===== src/hdl/iacs_map.vh =====
`ifndef IACS_MAP_VH
`define IACS_MAP_VH
`define IACS_OP_CALL       8'hcd
`define IACS_IW1_MARK_BIT  4
`define IACS_IW1_FOURTH    0
`define IACS_IW1_SINGLE    1
`define IACS_IW1_GAP4      2
`define IACS_IW1_LEVEL     3
`define IACS_IW1_ADDR_LSB  5
`define IACS_IW4_VECTOR    0
`define IACS_IW4_SELF_FIN  1
`define IACS_IW4_EXT_NEST  4
`define IACS_MCW_BIT       3
`define IACS_MCW_READ_ISR  0
`define IACS_MCW_READ_EN   1
`define IACS_MCW_EXC_NEST  5
`define IACS_MCW_EXC_EN    6
`define IACS_PF_FI_BIT     5
`define IACS_PF_SPEC_BIT   6
`define IACS_RESET_BYTE    8'h00
`define IACS_INIT_IDLE     2'h0
`define IACS_INIT_WAIT2    2'h1
`define IACS_INIT_WAIT3    2'h2
`define IACS_INIT_WAIT4    2'h3
`endif


===== src/hdl/iacs_top.v =====
`timescale 1ns/1ps
`default_nettype none
`include "iacs_map.vh"
// Operation
// - Call mode sends three bytes, opcode first
// - Order: opcode, address low, address high
// - Vector mode sends one vector byte
// - Low address bits filled from level
// - Gap 4: A7..A5, level, 00
// - Gap 8: A7..A6, level, 000
// - Vector byte: V7..V3 then level
// - Latch request; raise output if highest
// - Acknowledge sets in-service, clears request in edge mode
// - A0 low, D4 high is first word
// - Default init resets edges, clears edge requests
// - Default init clears in-service and mask
// - Default init restores fixed priority
// - Default init leaves exceptional nesting, reads requests
// - Default init clears fourth word
// - Write after first word is second word
// - Third word if cascaded, fourth if requested
// - Single-chip bit selects single or cascaded
// - Fourth-word request bit demands fourth word
// - After init, commands accepted in any order
module iacs_top (
  input  wire       CLK_SYS,
  input  wire       RST_N,
  input  wire [7:0] IRQ_REQUEST_IN,
  input  wire       CS_N,
  input  wire       RD_N,
  input  wire       WR_N,
  input  wire       ADDR0,
  input  wire [7:0] DATA_IN,
  input  wire       IRQ_ACKNOWLEDGE_N,
  output reg  [7:0] DATA_OUT,
  output reg        DATA_OE,
  output reg        INT_OUT,
  output reg        INIT_BUSY,
  output reg        VECTOR_MODE
);
  reg  [7:0] request_latch_reg;
  reg  [7:0] in_service_reg;
  reg  [7:0] mask_reg;
  reg  [7:0] init_word_first;
  reg  [7:0] init_word_second;
  reg  [7:0] init_word_third;
  reg  [7:0] init_word_fourth;
  reg  [1:0] init_state;
  reg        read_isr;
  reg        exc_nest;
  reg        wr_prev;
  reg        ack_prev;
  reg  [1:0] ack_count;
  reg  [2:0] ack_level;
  wire       wr_go;
  wire       ack_fall;
  wire       ack_rise;
  wire       level_mode;
  wire       is_iw1;
  wire       default_init;
  wire [7:0] rise;
  wire [7:0] cand;
  wire [7:0] isr_view;
  wire [7:0] svc_block;
  wire       cand_found;
  wire [2:0] cand_level;
  wire       isr_found;
  wire [2:0] isr_level;
  wire       vec_sel;
  wire [7:0] low_byte;
  wire [7:0] vec_byte;
  reg  [7:0] ack_byte;
  reg  [1:0] next_init_state;

  assign wr_go        = ~CS_N & ~WR_N & RD_N & wr_prev;
  assign ack_fall     = ~IRQ_ACKNOWLEDGE_N & ack_prev;
  assign ack_rise     = IRQ_ACKNOWLEDGE_N & ~ack_prev;
  assign level_mode   = init_word_first[`IACS_IW1_LEVEL];
  assign is_iw1       = wr_go & ~ADDR0 & DATA_IN[`IACS_IW1_MARK_BIT];
  assign default_init = is_iw1;
  assign vec_sel      = init_word_fourth[`IACS_IW4_VECTOR];

  iacs_edge u_edge (
    .clk    (CLK_SYS),
    .rst_n  (RST_N),
    .clr    (default_init),
    .req_in (IRQ_REQUEST_IN),
    .rise   (rise)
  );

  // Exceptional nesting lets the mask hide in-service levels
  assign isr_view = exc_nest ? (in_service_reg & ~mask_reg) : in_service_reg;

  iacs_prio u_isr_prio (
    .found (isr_found),
    .level (isr_level),
    .cand  (isr_view)
  );

  genvar g;
  generate
    for (g = 0; g < 8; g = g + 1) begin : g_blk
      localparam integer lvl = g;
      assign svc_block[g] = isr_found & ({29'h0, isr_level} <= lvl);
    end
  endgenerate

  assign cand = request_latch_reg & ~mask_reg & ~svc_block;

  iacs_prio u_req_prio (
    .cand  (cand),
    .found (cand_found),
    .level (cand_level)
  );

  // Low address byte per gap select
  assign low_byte = init_word_first[`IACS_IW1_GAP4] ?
                    {init_word_first[7:5], ack_level, 2'b00} :
                    {init_word_first[7:6], ack_level, 3'b000};
  assign vec_byte = {init_word_second[7:3], ack_level};

  always @* begin
    ack_byte = `IACS_RESET_BYTE;
    if (vec_sel) begin
      ack_byte = vec_byte;
    end else begin
      case (ack_count)
        2'h0:    ack_byte = `IACS_OP_CALL;
        2'h1:    ack_byte = low_byte;
        2'h2:    ack_byte = init_word_second;
        default: ack_byte = `IACS_RESET_BYTE;
      endcase
    end
  end

  // Init sequencing
  always @* begin
    next_init_state = init_state;
    if (is_iw1) begin
      next_init_state = `IACS_INIT_WAIT2;
    end else if (wr_go & ADDR0) begin
      case (init_state)
        `IACS_INIT_WAIT2: begin
          if (!init_word_first[`IACS_IW1_SINGLE])
            next_init_state = `IACS_INIT_WAIT3;
          else if (init_word_first[`IACS_IW1_FOURTH])
            next_init_state = `IACS_INIT_WAIT4;
          else
            next_init_state = `IACS_INIT_IDLE;
        end
        `IACS_INIT_WAIT3: begin
          if (init_word_first[`IACS_IW1_FOURTH])
            next_init_state = `IACS_INIT_WAIT4;
          else
            next_init_state = `IACS_INIT_IDLE;
        end
        `IACS_INIT_WAIT4: next_init_state = `IACS_INIT_IDLE;
        default:          next_init_state = `IACS_INIT_IDLE;
      endcase
    end
  end

  always @(posedge CLK_SYS) begin
    if (!RST_N) begin
      wr_prev          <= 1'b1;
      ack_prev         <= 1'b1;
      init_state       <= `IACS_INIT_IDLE;
      init_word_first  <= `IACS_RESET_BYTE;
      init_word_second <= `IACS_RESET_BYTE;
      init_word_third  <= `IACS_RESET_BYTE;
      init_word_fourth <= `IACS_RESET_BYTE;
      request_latch_reg <= `IACS_RESET_BYTE;
      in_service_reg   <= `IACS_RESET_BYTE;
      mask_reg         <= `IACS_RESET_BYTE;
      read_isr         <= 1'b0;
      exc_nest         <= 1'b0;
      ack_count        <= 2'h0;
      ack_level        <= 3'h0;
      DATA_OUT         <= `IACS_RESET_BYTE;
      DATA_OE          <= 1'b0;
      INT_OUT          <= 1'b0;
      INIT_BUSY        <= 1'b0;
      VECTOR_MODE      <= 1'b0;
    end else begin
      wr_prev    <= ~(~CS_N & ~WR_N);
      ack_prev   <= IRQ_ACKNOWLEDGE_N;
      init_state <= next_init_state;
      INIT_BUSY  <= (next_init_state != `IACS_INIT_IDLE);
      VECTOR_MODE <= vec_sel;
      // Request latch: edge or level, set beats acknowledge clear
      if (default_init) begin
        if (!DATA_IN[`IACS_IW1_LEVEL])
          request_latch_reg <= `IACS_RESET_BYTE;
        else
          request_latch_reg <= IRQ_REQUEST_IN;
      end else if (level_mode) begin
        request_latch_reg <= IRQ_REQUEST_IN;
      end else begin
        request_latch_reg <= (request_latch_reg & ~((ack_fall && ack_count == 2'h0) ?
                             (8'h01 << cand_level) : 8'h00)) | rise;
      end
      if (is_iw1) begin
        init_word_first  <= DATA_IN;
        init_word_fourth <= `IACS_RESET_BYTE;
        in_service_reg   <= `IACS_RESET_BYTE;
        mask_reg         <= `IACS_RESET_BYTE;
        exc_nest         <= 1'b0;
        read_isr         <= 1'b0;
        ack_count        <= 2'h0;
        INT_OUT          <= 1'b0;
        DATA_OE          <= 1'b0;
      end else begin
        if (wr_go & ADDR0) begin
          case (init_state)
            `IACS_INIT_WAIT2: init_word_second <= DATA_IN;
            `IACS_INIT_WAIT3: init_word_third  <= DATA_IN;
            `IACS_INIT_WAIT4: init_word_fourth <= DATA_IN;
            default:          mask_reg         <= DATA_IN;
          endcase
        end else if (wr_go & ~ADDR0 & (init_state == `IACS_INIT_IDLE)) begin
          if (DATA_IN[`IACS_MCW_BIT]) begin
            if (DATA_IN[`IACS_MCW_READ_EN])
              read_isr <= DATA_IN[`IACS_MCW_READ_ISR];
            if (DATA_IN[`IACS_MCW_EXC_EN])
              exc_nest <= DATA_IN[`IACS_MCW_EXC_NEST];
          end else if (DATA_IN[`IACS_PF_FI_BIT]) begin
            if (DATA_IN[`IACS_PF_SPEC_BIT])
              in_service_reg[DATA_IN[2:0]] <= 1'b0;
            else if (isr_found)
              in_service_reg[isr_level] <= 1'b0;
          end
        end
        // Acknowledge sequence
        if (ack_fall) begin
          if (ack_count == 2'h0) begin
            ack_level <= cand_level;
            in_service_reg[cand_level] <= 1'b1;
            INT_OUT <= 1'b0;
            if (!vec_sel) begin
              DATA_OUT <= `IACS_OP_CALL;
              DATA_OE  <= 1'b1;
            end
          end else begin
            DATA_OUT <= ack_byte;
            DATA_OE  <= 1'b1;
          end
        end else if (ack_rise) begin
          DATA_OE <= 1'b0;
          // Call mode: 3 pulses; vector mode: 2
          if ((vec_sel && ack_count == 2'h1) || (!vec_sel && ack_count == 2'h2)) begin
            ack_count <= 2'h0;
            if (init_word_fourth[`IACS_IW4_SELF_FIN])
              in_service_reg[ack_level] <= 1'b0;
          end else begin
            ack_count <= ack_count + 2'h1;
          end
        end else if (!CS_N & !RD_N & WR_N) begin
          DATA_OE  <= 1'b1;
          DATA_OUT <= ADDR0 ? mask_reg : (read_isr ? in_service_reg : request_latch_reg);
        end else if ((ack_count == 2'h0) & IRQ_ACKNOWLEDGE_N) begin
          // Idle only with acknowledge high, so the first byte stands
          DATA_OE <= 1'b0;
          // Output dropped while a write strobe is low
          INT_OUT <= cand_found & (init_state == `IACS_INIT_IDLE) & ~(~CS_N & ~WR_N);
        end
      end
    end
  end
endmodule // iacs_top
`default_nettype wire


===== src/hdl/iacs_prio.v =====
`timescale 1ns/1ps
`default_nettype none
module iacs_prio (
  input  wire [7:0] cand,
  output reg        found,
  output reg  [2:0] level
);
  integer i;
  // Fixed priority, input 0 highest
  always @* begin
    found = 1'b0;
    level = 3'h0;
    for (i = 7; i >= 0; i = i - 1) begin
      if (cand[i]) begin
        found = 1'b1;
        level = i[2:0];
      end
    end
  end
endmodule // iacs_prio
`default_nettype wire


===== src/hdl/iacs_edge.v =====
`timescale 1ns/1ps
`default_nettype none
module iacs_edge (
  input  wire       clk,
  input  wire       rst_n,
  input  wire       clr,
  input  wire [7:0] req_in,
  output wire [7:0] rise
);
  reg [7:0] prev;
  genvar g;
  generate
    for (g = 0; g < 8; g = g + 1) begin : g_edge
      // Clear forces prev high so a held level needs a fresh edge
      always @(posedge clk) begin
        if (!rst_n)
          prev[g] <= 1'b1;
        else if (clr)
          prev[g] <= 1'b1;
        else
          prev[g] <= req_in[g];
      end
      assign rise[g] = req_in[g] & ~prev[g];
    end
  endgenerate
endmodule // iacs_edge
`default_nettype wire


===== config.mk =====
export PLATFORM = sky130hd
export DESIGN_NAME = iacs_top
export DESIGN_NICKNAME = d
export VERILOG_FILES = /design/src/hdl/iacs_top.v /design/src/hdl/iacs_prio.v /design/src/hdl/iacs_edge.v
export VERILOG_INCLUDE_DIRS = /design/src /design/src/hdl
export SDC_FILE = /design/constraint.sdc
export NUM_CORES = 1
export LEC_CHECK = 0
export BUFFER_PORTS_ARGS = -buffer_cell sky130_fd_sc_hd__clkbuf_2
export CORE_MARGIN = 8
export CORE_UTILIZATION = 56
export CTS_BUF_LIST = sky130_fd_sc_hd__clkbuf_4 sky130_fd_sc_hd__clkbuf_8
export CTS_CLUSTER_DIAMETER = 60
export CTS_CLUSTER_SIZE = 20
export DETAILED_ROUTE_END_ITERATION = 7
export PLACE_DENSITY = 0.78
export REMOVE_ABC_BUFFERS = 1
export SLEW_MARGIN = 20
export SYNTH_ARGS = -nofsm -noshare
export SYNTH_HDL_FRONTEND = slang
export SYNTH_SLANG_ARGS = --single-unit

===== constraint.sdc =====
create_clock -name CLK_SYS -period 2 [get_ports CLK_SYS]
set_input_delay 0.4 -clock CLK_SYS [delete_from_list [all_inputs] [get_ports CLK_SYS]]
set_output_delay 0.4 -clock CLK_SYS [all_outputs]
set_load 0.05 [all_outputs]

==> run metrics, run 1 <==
netlist area before placement=roughly 4100 µm²; Die Span Y=around 100 µm; Worst-path clk slew=80 ps; final wirelength=15.4 mm; H-tree depth=3; root buf cell=clkbuf_8; Cells after Synth=508; FMAX=458 MHz; RSZ-0062 raised after global routing=yes; io pins=35; share of layout cells above drive strength 1=0.325; Layout area overhead=35.6%; Rel. slew slack=0.577; Cell Area, Placed=between 5000 and 6000 µm²; Final Critical Period=2190 ps; Setup WS post-layout=-186 ps; Skew-Pair Late Insertion Delay=about 370 ps; violated checks=negative setup slack; critical path buffer and inverter count=1; first-pass GRT wire length=24.3 mm; top cells by area, synth=dfxtp_1 35%, mux2i_1 7.0%, nand2_1 5.2%; crit-path max cell delay=a little under 400 ps; post-synthesis compound-gate area fraction=0.233; Max FO, Critical Path=8; multiplexer share of the synthesized area=0.0756; crit path launch type=register; worst hold-check path type=in2reg; FFs w/ async S/R, synth=0; Clock Tree Buf Depth=2; Synth Area in XOR/XNOR=0; Synth Register Bits=72; Simple-Gate Fraction of Synth Area=0.267; DP HPWL=11.5 mm; outcome=finished with violations; Congestion Overflow GR=0; die area=10400 µm²; post-synthesis cell type count=70; Max rail drop VDD=0.402 mV; Clock Sinks=72; CP Capture Type=register; Final Cycle Share=1.09; Avg Cell Area, Syn=8.14 µm²; cell family with most CP delay=compound AO/OA/AOI/OAI gates; slowest CP cell=or3_4; endpoints failing hold=0; PortBufs=34; Max-cap violations=0; filler cell count=542; initial drt markers=491; Die Width=102 µm; Final Hold Slack=237 ps; CTS tree=done; CP arrival=2460 ps; Final Setup Violations=20; leakage=about 2.4 nW; fin. max-slew vios=0; Detail Route Antenna Nets=0; crit path kind=reg2reg; combinational family with the most area after synthesis=simple AND/OR/NAND/NOR gates; Setup Skew=15.7 ps; share of the synthesized area in the top cell type=0.349; initial antenna violation count=0; final instance area=about 5600 µm²; Via density=about 6.3; Initial Utilization=0.573; vias in the first global route=~4500; Post-synth EDFFs=0; drc violations=0; WP data required=between 2000 and 2500 ps; Slew @ Worst Pin=between 600 and 700 ps; top-count cell post-synth=dfxtp_1; TritonCTS buffer count=9; Synth Flop Type=dfxtp_1; Seq/Total Area, Yosys=0.349; CP cell instances=buf_6, a21bo_1, o2111a_1, o31a_1, a21bo_4, or3_4, o32ai_2; GPL Wtd Cong=0.955; yosys warns=0; via count=4616; setup TNS=-2460 ps; top cells by count, synth=72 x dfxtp_1, 57 x nand2_1, 47 x nor2_1; fraction of the mapped netlist area in adder cells=0.0303; Final nets=665; drt first pass iters=5; core area=between 7000 and 8000 µm²; Site Rows=31; largest net degree at the start of global routing=33; Routed WL per cell=about 21 µm; global-route usage over all layers=0.305; antenna cells=0; post-synth top area cell=dfxtp_1; pwr/cell area=746 nW/µm²
[cell type report]
type,instances,area (µm²),area share
multi-input cells,389,2700,0.481
flip-flops and latches,72,1450,0.259
repair buffers,142,1040,0.185
clock buffers,10,138,0.0245
well taps,99,124,0.0221
clock inverters,6,90.1,0.0161
inverters,18,67.6,0.0120
[routing by layer]
layer	track usage	vias to the layer above	routed length, µm
li1	-	2105	-
met2	0.475	263	6890
met1	0.400	2201	6460
met3	0.0702	47	1530
met4	0.119	0	477
met5	0	-	0
[final timing paths]
| kind | startpoint | endpoint | slack [ps] | cells after the start |
|---|---|---|---|---|
| hold reg to reg | init_word_second[7] | init_word_second[7] | 470 | 2 |
| hold / removal | IRQ_REQUEST_IN[3] | u_edge.prev[3] | 240 | 2 |
| setup / recovery | exc_nest | in_service_reg[5] | -190 | 7 |
| setup reg to reg | exc_nest | in_service_reg[5] | -190 | 7 |
[layout by cell type, fill, tap and decap left out, drive strengths merged, types with 5 or more instances in the layout]
cell type and n:
a21oi 43, a31oi 5, buf 108, clkbuf 44
dfxtp 72, ha 10, inv 19, mux2i 29
nand2 58, nand2b 15, nand3 24, nand4 10
nand4b 6, nor2 48, nor2b 12, o211ai 6
o21ai 20, o22ai 5, or3 10
[through the flow]
stage	util	total power [mW]	setup WS, ps	cells
floorplan	-	2.11	-308	479
finish	0.777	4.18	-186	736
global route	0.777	4.31	-267	736
global placement	0.707	2.60	-219	714
detailed placement	0.707	2.62	-317	714
CTS	0.761	4.05	-184	734
[what timing repair did]
item | CTS | global route
setup endpoints to repair | 20 | 21
buffers inserted | 5 | 2
gates resized for setup | 33 | 20
hold buffers | 0 | 0
pin swaps | 17 | 11
[power breakdown]
group          internal, mW  total (mW)  leakage, nW  switching (mW)
Clock                 0.740        1.35        0.113           0.606
Combinational         0.569        1.27         1.65           0.701
Sequential             1.50        1.57        0.590          0.0723
Total                  2.80        4.18         2.35            1.38
[logic make-up (layout without fill, tap and decap cells)]
group,count (synthesis),after routing
fa+ha+maj,10,10
mux,31,31
buf+inv,47,176
flops,72,72
simple gates,211,211
compound gates,137,137
(Power assumes the default switching activity.)
==> inputs of run 2 (changes only) <==
--- a/config.mk
+++ b/config.mk
@@ -7,7 +7,8 @@
 export NUM_CORES = 1
 export LEC_CHECK = 0
 export BUFFER_PORTS_ARGS = -buffer_cell sky130_fd_sc_hd__clkbuf_2
-export CORE_MARGIN = 8
+export CORE_ASPECT_RATIO = 0.75
+export CORE_MARGIN = 2
 export CORE_UTILIZATION = 56
 export CTS_BUF_LIST = sky130_fd_sc_hd__clkbuf_4 sky130_fd_sc_hd__clkbuf_8
 export CTS_CLUSTER_DIAMETER = 60
==> run 2 against run 1 <==
The run still ends with negative setup slack left; non-clock buffer count is 15 lower; count of clock-buffer cells in the layout did not move; fmax grew 0.87%; hold slack worse by 7.4 ps; critical endpoint unchanged; clock skew down 4.7 ps; final cell count is 1.8% lower; combinational power down 3%; register-to-register slack gained 20 ps.
==> run metrics, run 2 (same netlist as run 1, synthesis figures left out) <==
outcome=finished with violations; violated checks=negative setup slack; CTS tree=done; Die Width=103 µm (+1.3%); routed length on met3=1.39 mm (-8.8%); endpoints failing hold=0 (unchanged); commonest non-fill, non-tap cell in the layout=buf_4; CP arrival=2460 ps (about the same); die area=8090 µm² (-22%); io pins=35 (unchanged); initial antenna violation count=0 (unchanged); Final Setup Violations=19 (-5.0%); Clock Sinks=72 (unchanged); Site Rows=27 (-13%); Power Internal=2.64 mW (-5.8%); Worst R2R Setup Slack=-170 ps (+20 ps); Net Sw Frac=0.340 (+0.00998); Final Critical Period=2170 ps (-18.7 ps); slowest CP cell=or3_4; Slew @ Worst Pin=675 ps (+40.7 ps); crit path launch type=register; WP data required=2290 ps (+20 ps); pwr/cell area=742 nW/µm² (-0.59%); Max-cap violations=0 (unchanged); crit path kind=reg2reg; antenna cells=0 (unchanged); Gate power share=0.307 (+0.004); setup TNS=-1490 ps (+968 ps); Layout area overhead=30.4%; H-tree depth=3 (unchanged); Rel. slew slack=0.548 (-0.0282); Worst R2R End=in_service_reg[5]; pre-CTS setup slack=-287 ps (+29.7 ps); Final Power=4.00 mW (-4.4%); Final Cycle Share=1.08 (-0.00937); Flop pwr share=0.389 (+0.014); drt first pass iters=5 (unchanged); hold worst-path end=u_edge.prev[2]; FF-to-FF Start=exc_nest; Routed WL per cell=20.1 µm (-3.8%); final wirelength=14.5 mm (-5.5%); Worst-path clk slew=80 ps (about the same); GPL Wtd Cong=1.09 (+14%); Initial Utilization=0.569 (-0.00385); vias in the first global route=4297 (-5.5%); Final Hold Slack=229 ps (-7.39 ps); Die Span Y=78.4 µm (-23%); M1 wire length=6.59 mm (+2.1%); Reg2Reg Depth=7 (unchanged); Via density=6.15 (-1.9%); root buf cell=clkbuf_8; DR WL met2=6.22 mm (-9.7%); worst hold-check path type=in2reg; CP Capture Type=register; DP HPWL=10.8 mm (-5.6%); Max rail drop VDD=0.523 mV (+30%); Setup WS post-layout=-167 ps (+18.7 ps); Max FO, Critical Path=6 (-2); Detail Route Antenna Nets=0 (unchanged); commonest non-fill, non-tap cells in the layout=89 x buf_4, 68 x dfxtp_1, 57 x nand2_1; initial drt markers=402 (-18%); Final Util=0.742 (-0.0349); FMAX=461 MHz (+0.87%); RSZ-0062 raised after global routing=yes; crit-path max cell delay=390 ps (about the same); Top Layer Used=met4; TritonCTS buffer count=9 (unchanged); share of layout cells above drive strength 1=0.296 (-0.0291); Clock Tree Buf Depth=2 (unchanged); Final nets=650 (-2.3%); Clk pwr share=0.304 (-0.018); Congestion Overflow GR=0 (unchanged); Setup Skew=11.0 ps (-4.70 ps); via count=4450 (-3.6%); P_sw=1.36 mW (-1.5%); PortBufs=34 (unchanged); leakage=2.26 nW (-4.2%); first-pass GRT wire length=22.2 mm (-8.7%); fin. max-slew vios=0 (unchanged); largest net degree at the start of global routing=33 (unchanged); core area=7260 µm² (+0.68%); global-route usage over all layers=0.369 (+0.0640); hold path start=IRQ_REQUEST_IN[2]; WHS Path Cells=2 (unchanged); Skew-Pair Late Insertion Delay=370 ps (about the same); CP cell instances=buf_6, a21bo_1, o2111a_1, o31a_1, a21bo_4, or3_4, o32ai_2; drc violations=0 (unchanged)
==> run 2: changes by cell type in the layout (fill, tap and decap cells not counted), moves of 2 or more <==
cell | before | now
dfxtp_2 | 5 | 3
a2111oi_4 | 0 | 2
buf_6 | 9 | 3
buf_12 | 2 | 0
buf_4 | 97 | 89
o21ai_0 | 19 | 17
o21ai_1 | 0 | 3
dfxtp_1 | 66 | 68
clkinv_4 | 1 | 3
a2111oi_2 | 2 | 0
==> run 2: area by class of cell <==
| class | instances | area (µm²) |
|---|---|---|
| inverters | 18 | 67.6 |
| flip-flops and latches | 72 | 1450 |
| multi-input cells | 389 | 2670 |
| clock inverters | 6 | 68.8 |
| clock buffers | 10 | 138 |
| well taps | 101 | 126 |
| repair buffers | 127 | 877 |
| fillers | 585 | 1870 |
==> run 2: power by group through the flow <==
stage	logic [mW]	clock network [mW]	registers, mW
finish	1.23	1.21	1.56
global route	1.29	1.28	1.56
CTS	1.11	1.23	1.55
detailed placement	1.01	0	1.58
global placement	0.997	0	1.58
floorplan	0.492	0	1.62
==> run 2: worst max-delay path, delay by kind of cell (launching register included) <==
| family | cells | cell delay, ps |
|---|---|---|
| compound gates | 5 | 1200 |
| simple gates | 1 | 390 |
| flops | 1 | 370 |
| buf+inv | 1 | 130 |
==> run 2: how the worst max path moves through the flow <==
stage	start	slack [ps]	end	cells after the start
final	exc_nest	-170	in_service_reg[5]	7
after global routing	exc_nest	-230	in_service_reg[5]	7
after CTS	exc_nest	-200	in_service_reg[5]	7
after detailed placement	exc_nest	-290	in_service_reg[7]	7
after global placement	exc_nest	-170	request_latch_reg[3]	7
after floorplan	CS_N	-310	DATA_OUT[7]	6
==> run 2: what timing repair did <==
item	4_1_cts	5_1_grt
resized for setup	24	16
buffers inserted	5	0
hold buffers	0	0
pin swaps	14	8
endpoints found under the setup margin	20	20
gates cloned	1	0
==> run 2: per-stage QoR <==
step	std cells	instance area, µm²
floorplan	479	4010
global placement	701	4960
detailed placement	701	4960
CTS	723	5320
global route	723	5390
finish	723	5390
==> run 2: per-layer routing <==
| metal | GRT usage | up-vias |
|---|---|---|
| met3 | 0.105 | 31 |
| met2 | 0.540 | 214 |
| met1 | 0.519 | 2124 |
| met5 | 0 | - |
| li1 | - | 2081 |
| met4 | 0.129 | 0 |
==> inputs of run 3 (changes only) <==
--- a/config.mk
+++ b/config.mk
@@ -9,12 +9,12 @@
 export BUFFER_PORTS_ARGS = -buffer_cell sky130_fd_sc_hd__clkbuf_2
 export CORE_ASPECT_RATIO = 0.75
 export CORE_MARGIN = 2
-export CORE_UTILIZATION = 56
+export CORE_UTILIZATION = 60
 export CTS_BUF_LIST = sky130_fd_sc_hd__clkbuf_4 sky130_fd_sc_hd__clkbuf_8
 export CTS_CLUSTER_DIAMETER = 60
 export CTS_CLUSTER_SIZE = 20
 export DETAILED_ROUTE_END_ITERATION = 7
-export PLACE_DENSITY = 0.78
+export PLACE_DENSITY = 0.8
 export REMOVE_ABC_BUFFERS = 1
 export SLEW_MARGIN = 20
 export SYNTH_ARGS = -nofsm -noshare
==> constraint.sdc (replaced) <==
create_clock -name CLK_SYS -period 2.6 [get_ports CLK_SYS]
set_input_delay 0.52 -clock CLK_SYS [delete_from_list [all_inputs] [get_ports CLK_SYS]]
set_output_delay 0.52 -clock CLK_SYS [all_outputs]
set_load 0.05 [all_outputs]
==> run 3 against run 2 <==
The flow now finishes without violations; global-route usage shrank 1.8 points; die area shrank 6.4%; hold slack gained 130 ps; worst setup slack gained 300 ps; critical endpoint is now request_latch_reg[5]; final cell count shrank 12%.
==> run metrics, run 3 (same netlist as run 1, synthesis figures left out) <==
share of layout cells above drive strength 1=0.179 (-0.117); largest net degree at the start of global routing=33 (unchanged); FMAX=405 MHz (-12%); WHS Path Cells=2 (unchanged); critical path buffer and inverter count=1 (unchanged); Layout area overhead=14.2%; PortBufs=34 (unchanged); fin. max-slew vios=0 (unchanged); pwr/cell area=597 nW/µm² (-19%); cell family with most CP delay=simple AND/OR/NAND/NOR gates; Congestion Overflow GR=0 (unchanged); first-pass GRT wire length=20.0 mm (-9.8%); grt met1 use=0.527 (+0.00846); Crit. Startpoint=exc_nest; Worst-path clk slew=90 ps (about the same); Max-cap violations=0 (unchanged); Reg2Reg Depth=7 (unchanged); CP arrival=2690 ps (+230 ps); Die Span Y=75.9 µm (-3.2%); post-CTS setup buffer count=0 (-5); Worst R2R Setup Slack=130 ps (+300 ps); endpoints failing hold=0 (unchanged); H-tree depth=3 (unchanged); DP HPWL=9.62 mm (-11%); core area=6730 µm² (-7.3%); io pins=35 (unchanged); setup TNS=0 ps (+1490 ps); Max rail drop VDD=0.407 mV (-22%); Final Hold Slack=360 ps (+130 ps); Skew-Pair Late Insertion Delay=370 ps (about the same); worst hold-check path type=in2reg; gr busiest metal=met1; hold path start=IRQ_REQUEST_IN[3]; CP cell instances=buf_4, o21bai_1, nand3_2, or3_4, o32a_1, nor2_2, a31oi_1; commonest non-fill, non-tap cell in the layout=dfxtp_1; Setup Skew=11.2 ps (+0.176 ps); grt met2 use=0.505 (-0.0351); GPL Wtd Cong=0.958 (-12%); global-route usage over all layers=0.351 (-0.0182); crit path kind=reg2reg; Max FO, Critical Path=8 (+2); commonest non-fill, non-tap cells in the layout=72 x dfxtp_1, 57 x nand2_1, 47 x nor2_1; leakage=1.87 nW (-17%); Clock Sinks=72 (unchanged); vias in the first global route=3713 (-14%); Worst R2R End=request_latch_reg[5]; Final nets=582 (-10%); drt first pass iters=5 (unchanged); initial drt markers=477 (+19%); Final Setup Violations=0 (-19); slowest CP cell=dfxtp_1; root buf cell=clkbuf_8; hold worst-path end=u_edge.prev[3]; FF-to-FF Start=exc_nest; outcome=finished, final reports clean; CTS tree=done; Routed WL per cell=20.2 µm (+0.62%); crit path launch type=register; Rel. slew slack=0.434 (-0.114); antenna cells=0 (unchanged); Final Cycle Share=0.949 (-0.135); Site Rows=26 (-3.7%); Die Width=99.9 µm (-3.3%); Setup WS post-layout=133 ps (+300 ps); die area=7580 µm² (-6.4%); TritonCTS buffer count=9 (unchanged); routing usage on met3=0.102 (-0.00324); crit-path max cell delay=500 ps (+110 ps); via count=4201 (-5.6%); pre-CTS setup slack=125 ps (+412 ps); CP Capture Type=register; Slew @ Worst Pin=846 ps (+171 ps); Via density=6.58 (+7.0%); drc violations=0 (unchanged); Initial Utilization=0.614 (+0.0447); Clock Tree Buf Depth=2 (unchanged); Final Critical Period=2470 ps (+300 ps); final wirelength=12.9 mm (-11%); Detail Route Antenna Nets=0 (unchanged); WP data required=2830 ps (+540 ps); RSZ-0062 raised after global routing=no; filler cell count=565 (-3.4%); initial antenna violation count=0 (unchanged)
-- run 3: worst register-to-register path: stages, from the launching register on --
cell	delay, ps
dfxtp_1	500
buf_4	220
o21bai_1	150
nand3_2	160
or3_4	440
o32a_1	450
nor2_2	270
a31oi_1	150
-- run 3: metrics by stage --
stage / instance area [µm²] / cells / util / power [mW]
2_1_floorplan: 4010 / 479 / - / 1.63
3_3_place_gp: 4500 / 622 / 0.669 / 1.84
3_5_place_dp: 4500 / 622 / 0.669 / 1.84
4_1_cts: 4710 / 638 / 0.700 / 2.79
5_1_grt: 4720 / 638 / 0.701 / 2.93
6_report: 4720 / 638 / 0.701 / 2.82
-- run 3: worst max-delay path by stage --
stage / end / slack (ps) / depth (start not counted)
2_1_floorplan: DATA_OUT[7] / 170 / 6
3_3_place_gp: request_latch_reg[0] / 190 / 7
3_5_place_dp: in_service_reg[0] / 130 / 9
4_1_cts: in_service_reg[7] / 140 / 7
5_1_grt: request_latch_reg[3] / 20 / 7
6_report: request_latch_reg[5] / 130 / 7
-- run 3: per-layer routing --
layer	part of all wire	vias to the layer above
met5	0	-
met4	0.013	0
met3	0.12	29
met2	0.40	257
met1	0.46	1982
li1	-	1933
-- run 3: cell type report --
class                           count  area [µm²]  area share
Inverter                           18        67.6      0.0143
Tap cell                           84         105      0.0223
Clock inverter                      7        85.1      0.0180
Sequential cell                    72        1440       0.305
Timing Repair Buffer               59         383      0.0811
Multi-Input combinational cell    389        2510       0.533
Clock buffer                        9         124      0.0262
-- run 3: timing repair --
| item | in CTS | in global routing |
|---|---|---|
| hold buffers | 0 | 0 |
| endpoints found under the setup margin | 0 | 9 |
| gates resized for setup | 0 | 3 |
-- run 3: power breakdown --
group	internal [mW]	leakage [nW]	switching (mW)
Combinational	0.237	1.18	0.412
Clock	0.463	0.100	0.500
Sequential	1.15	0.586	0.0564
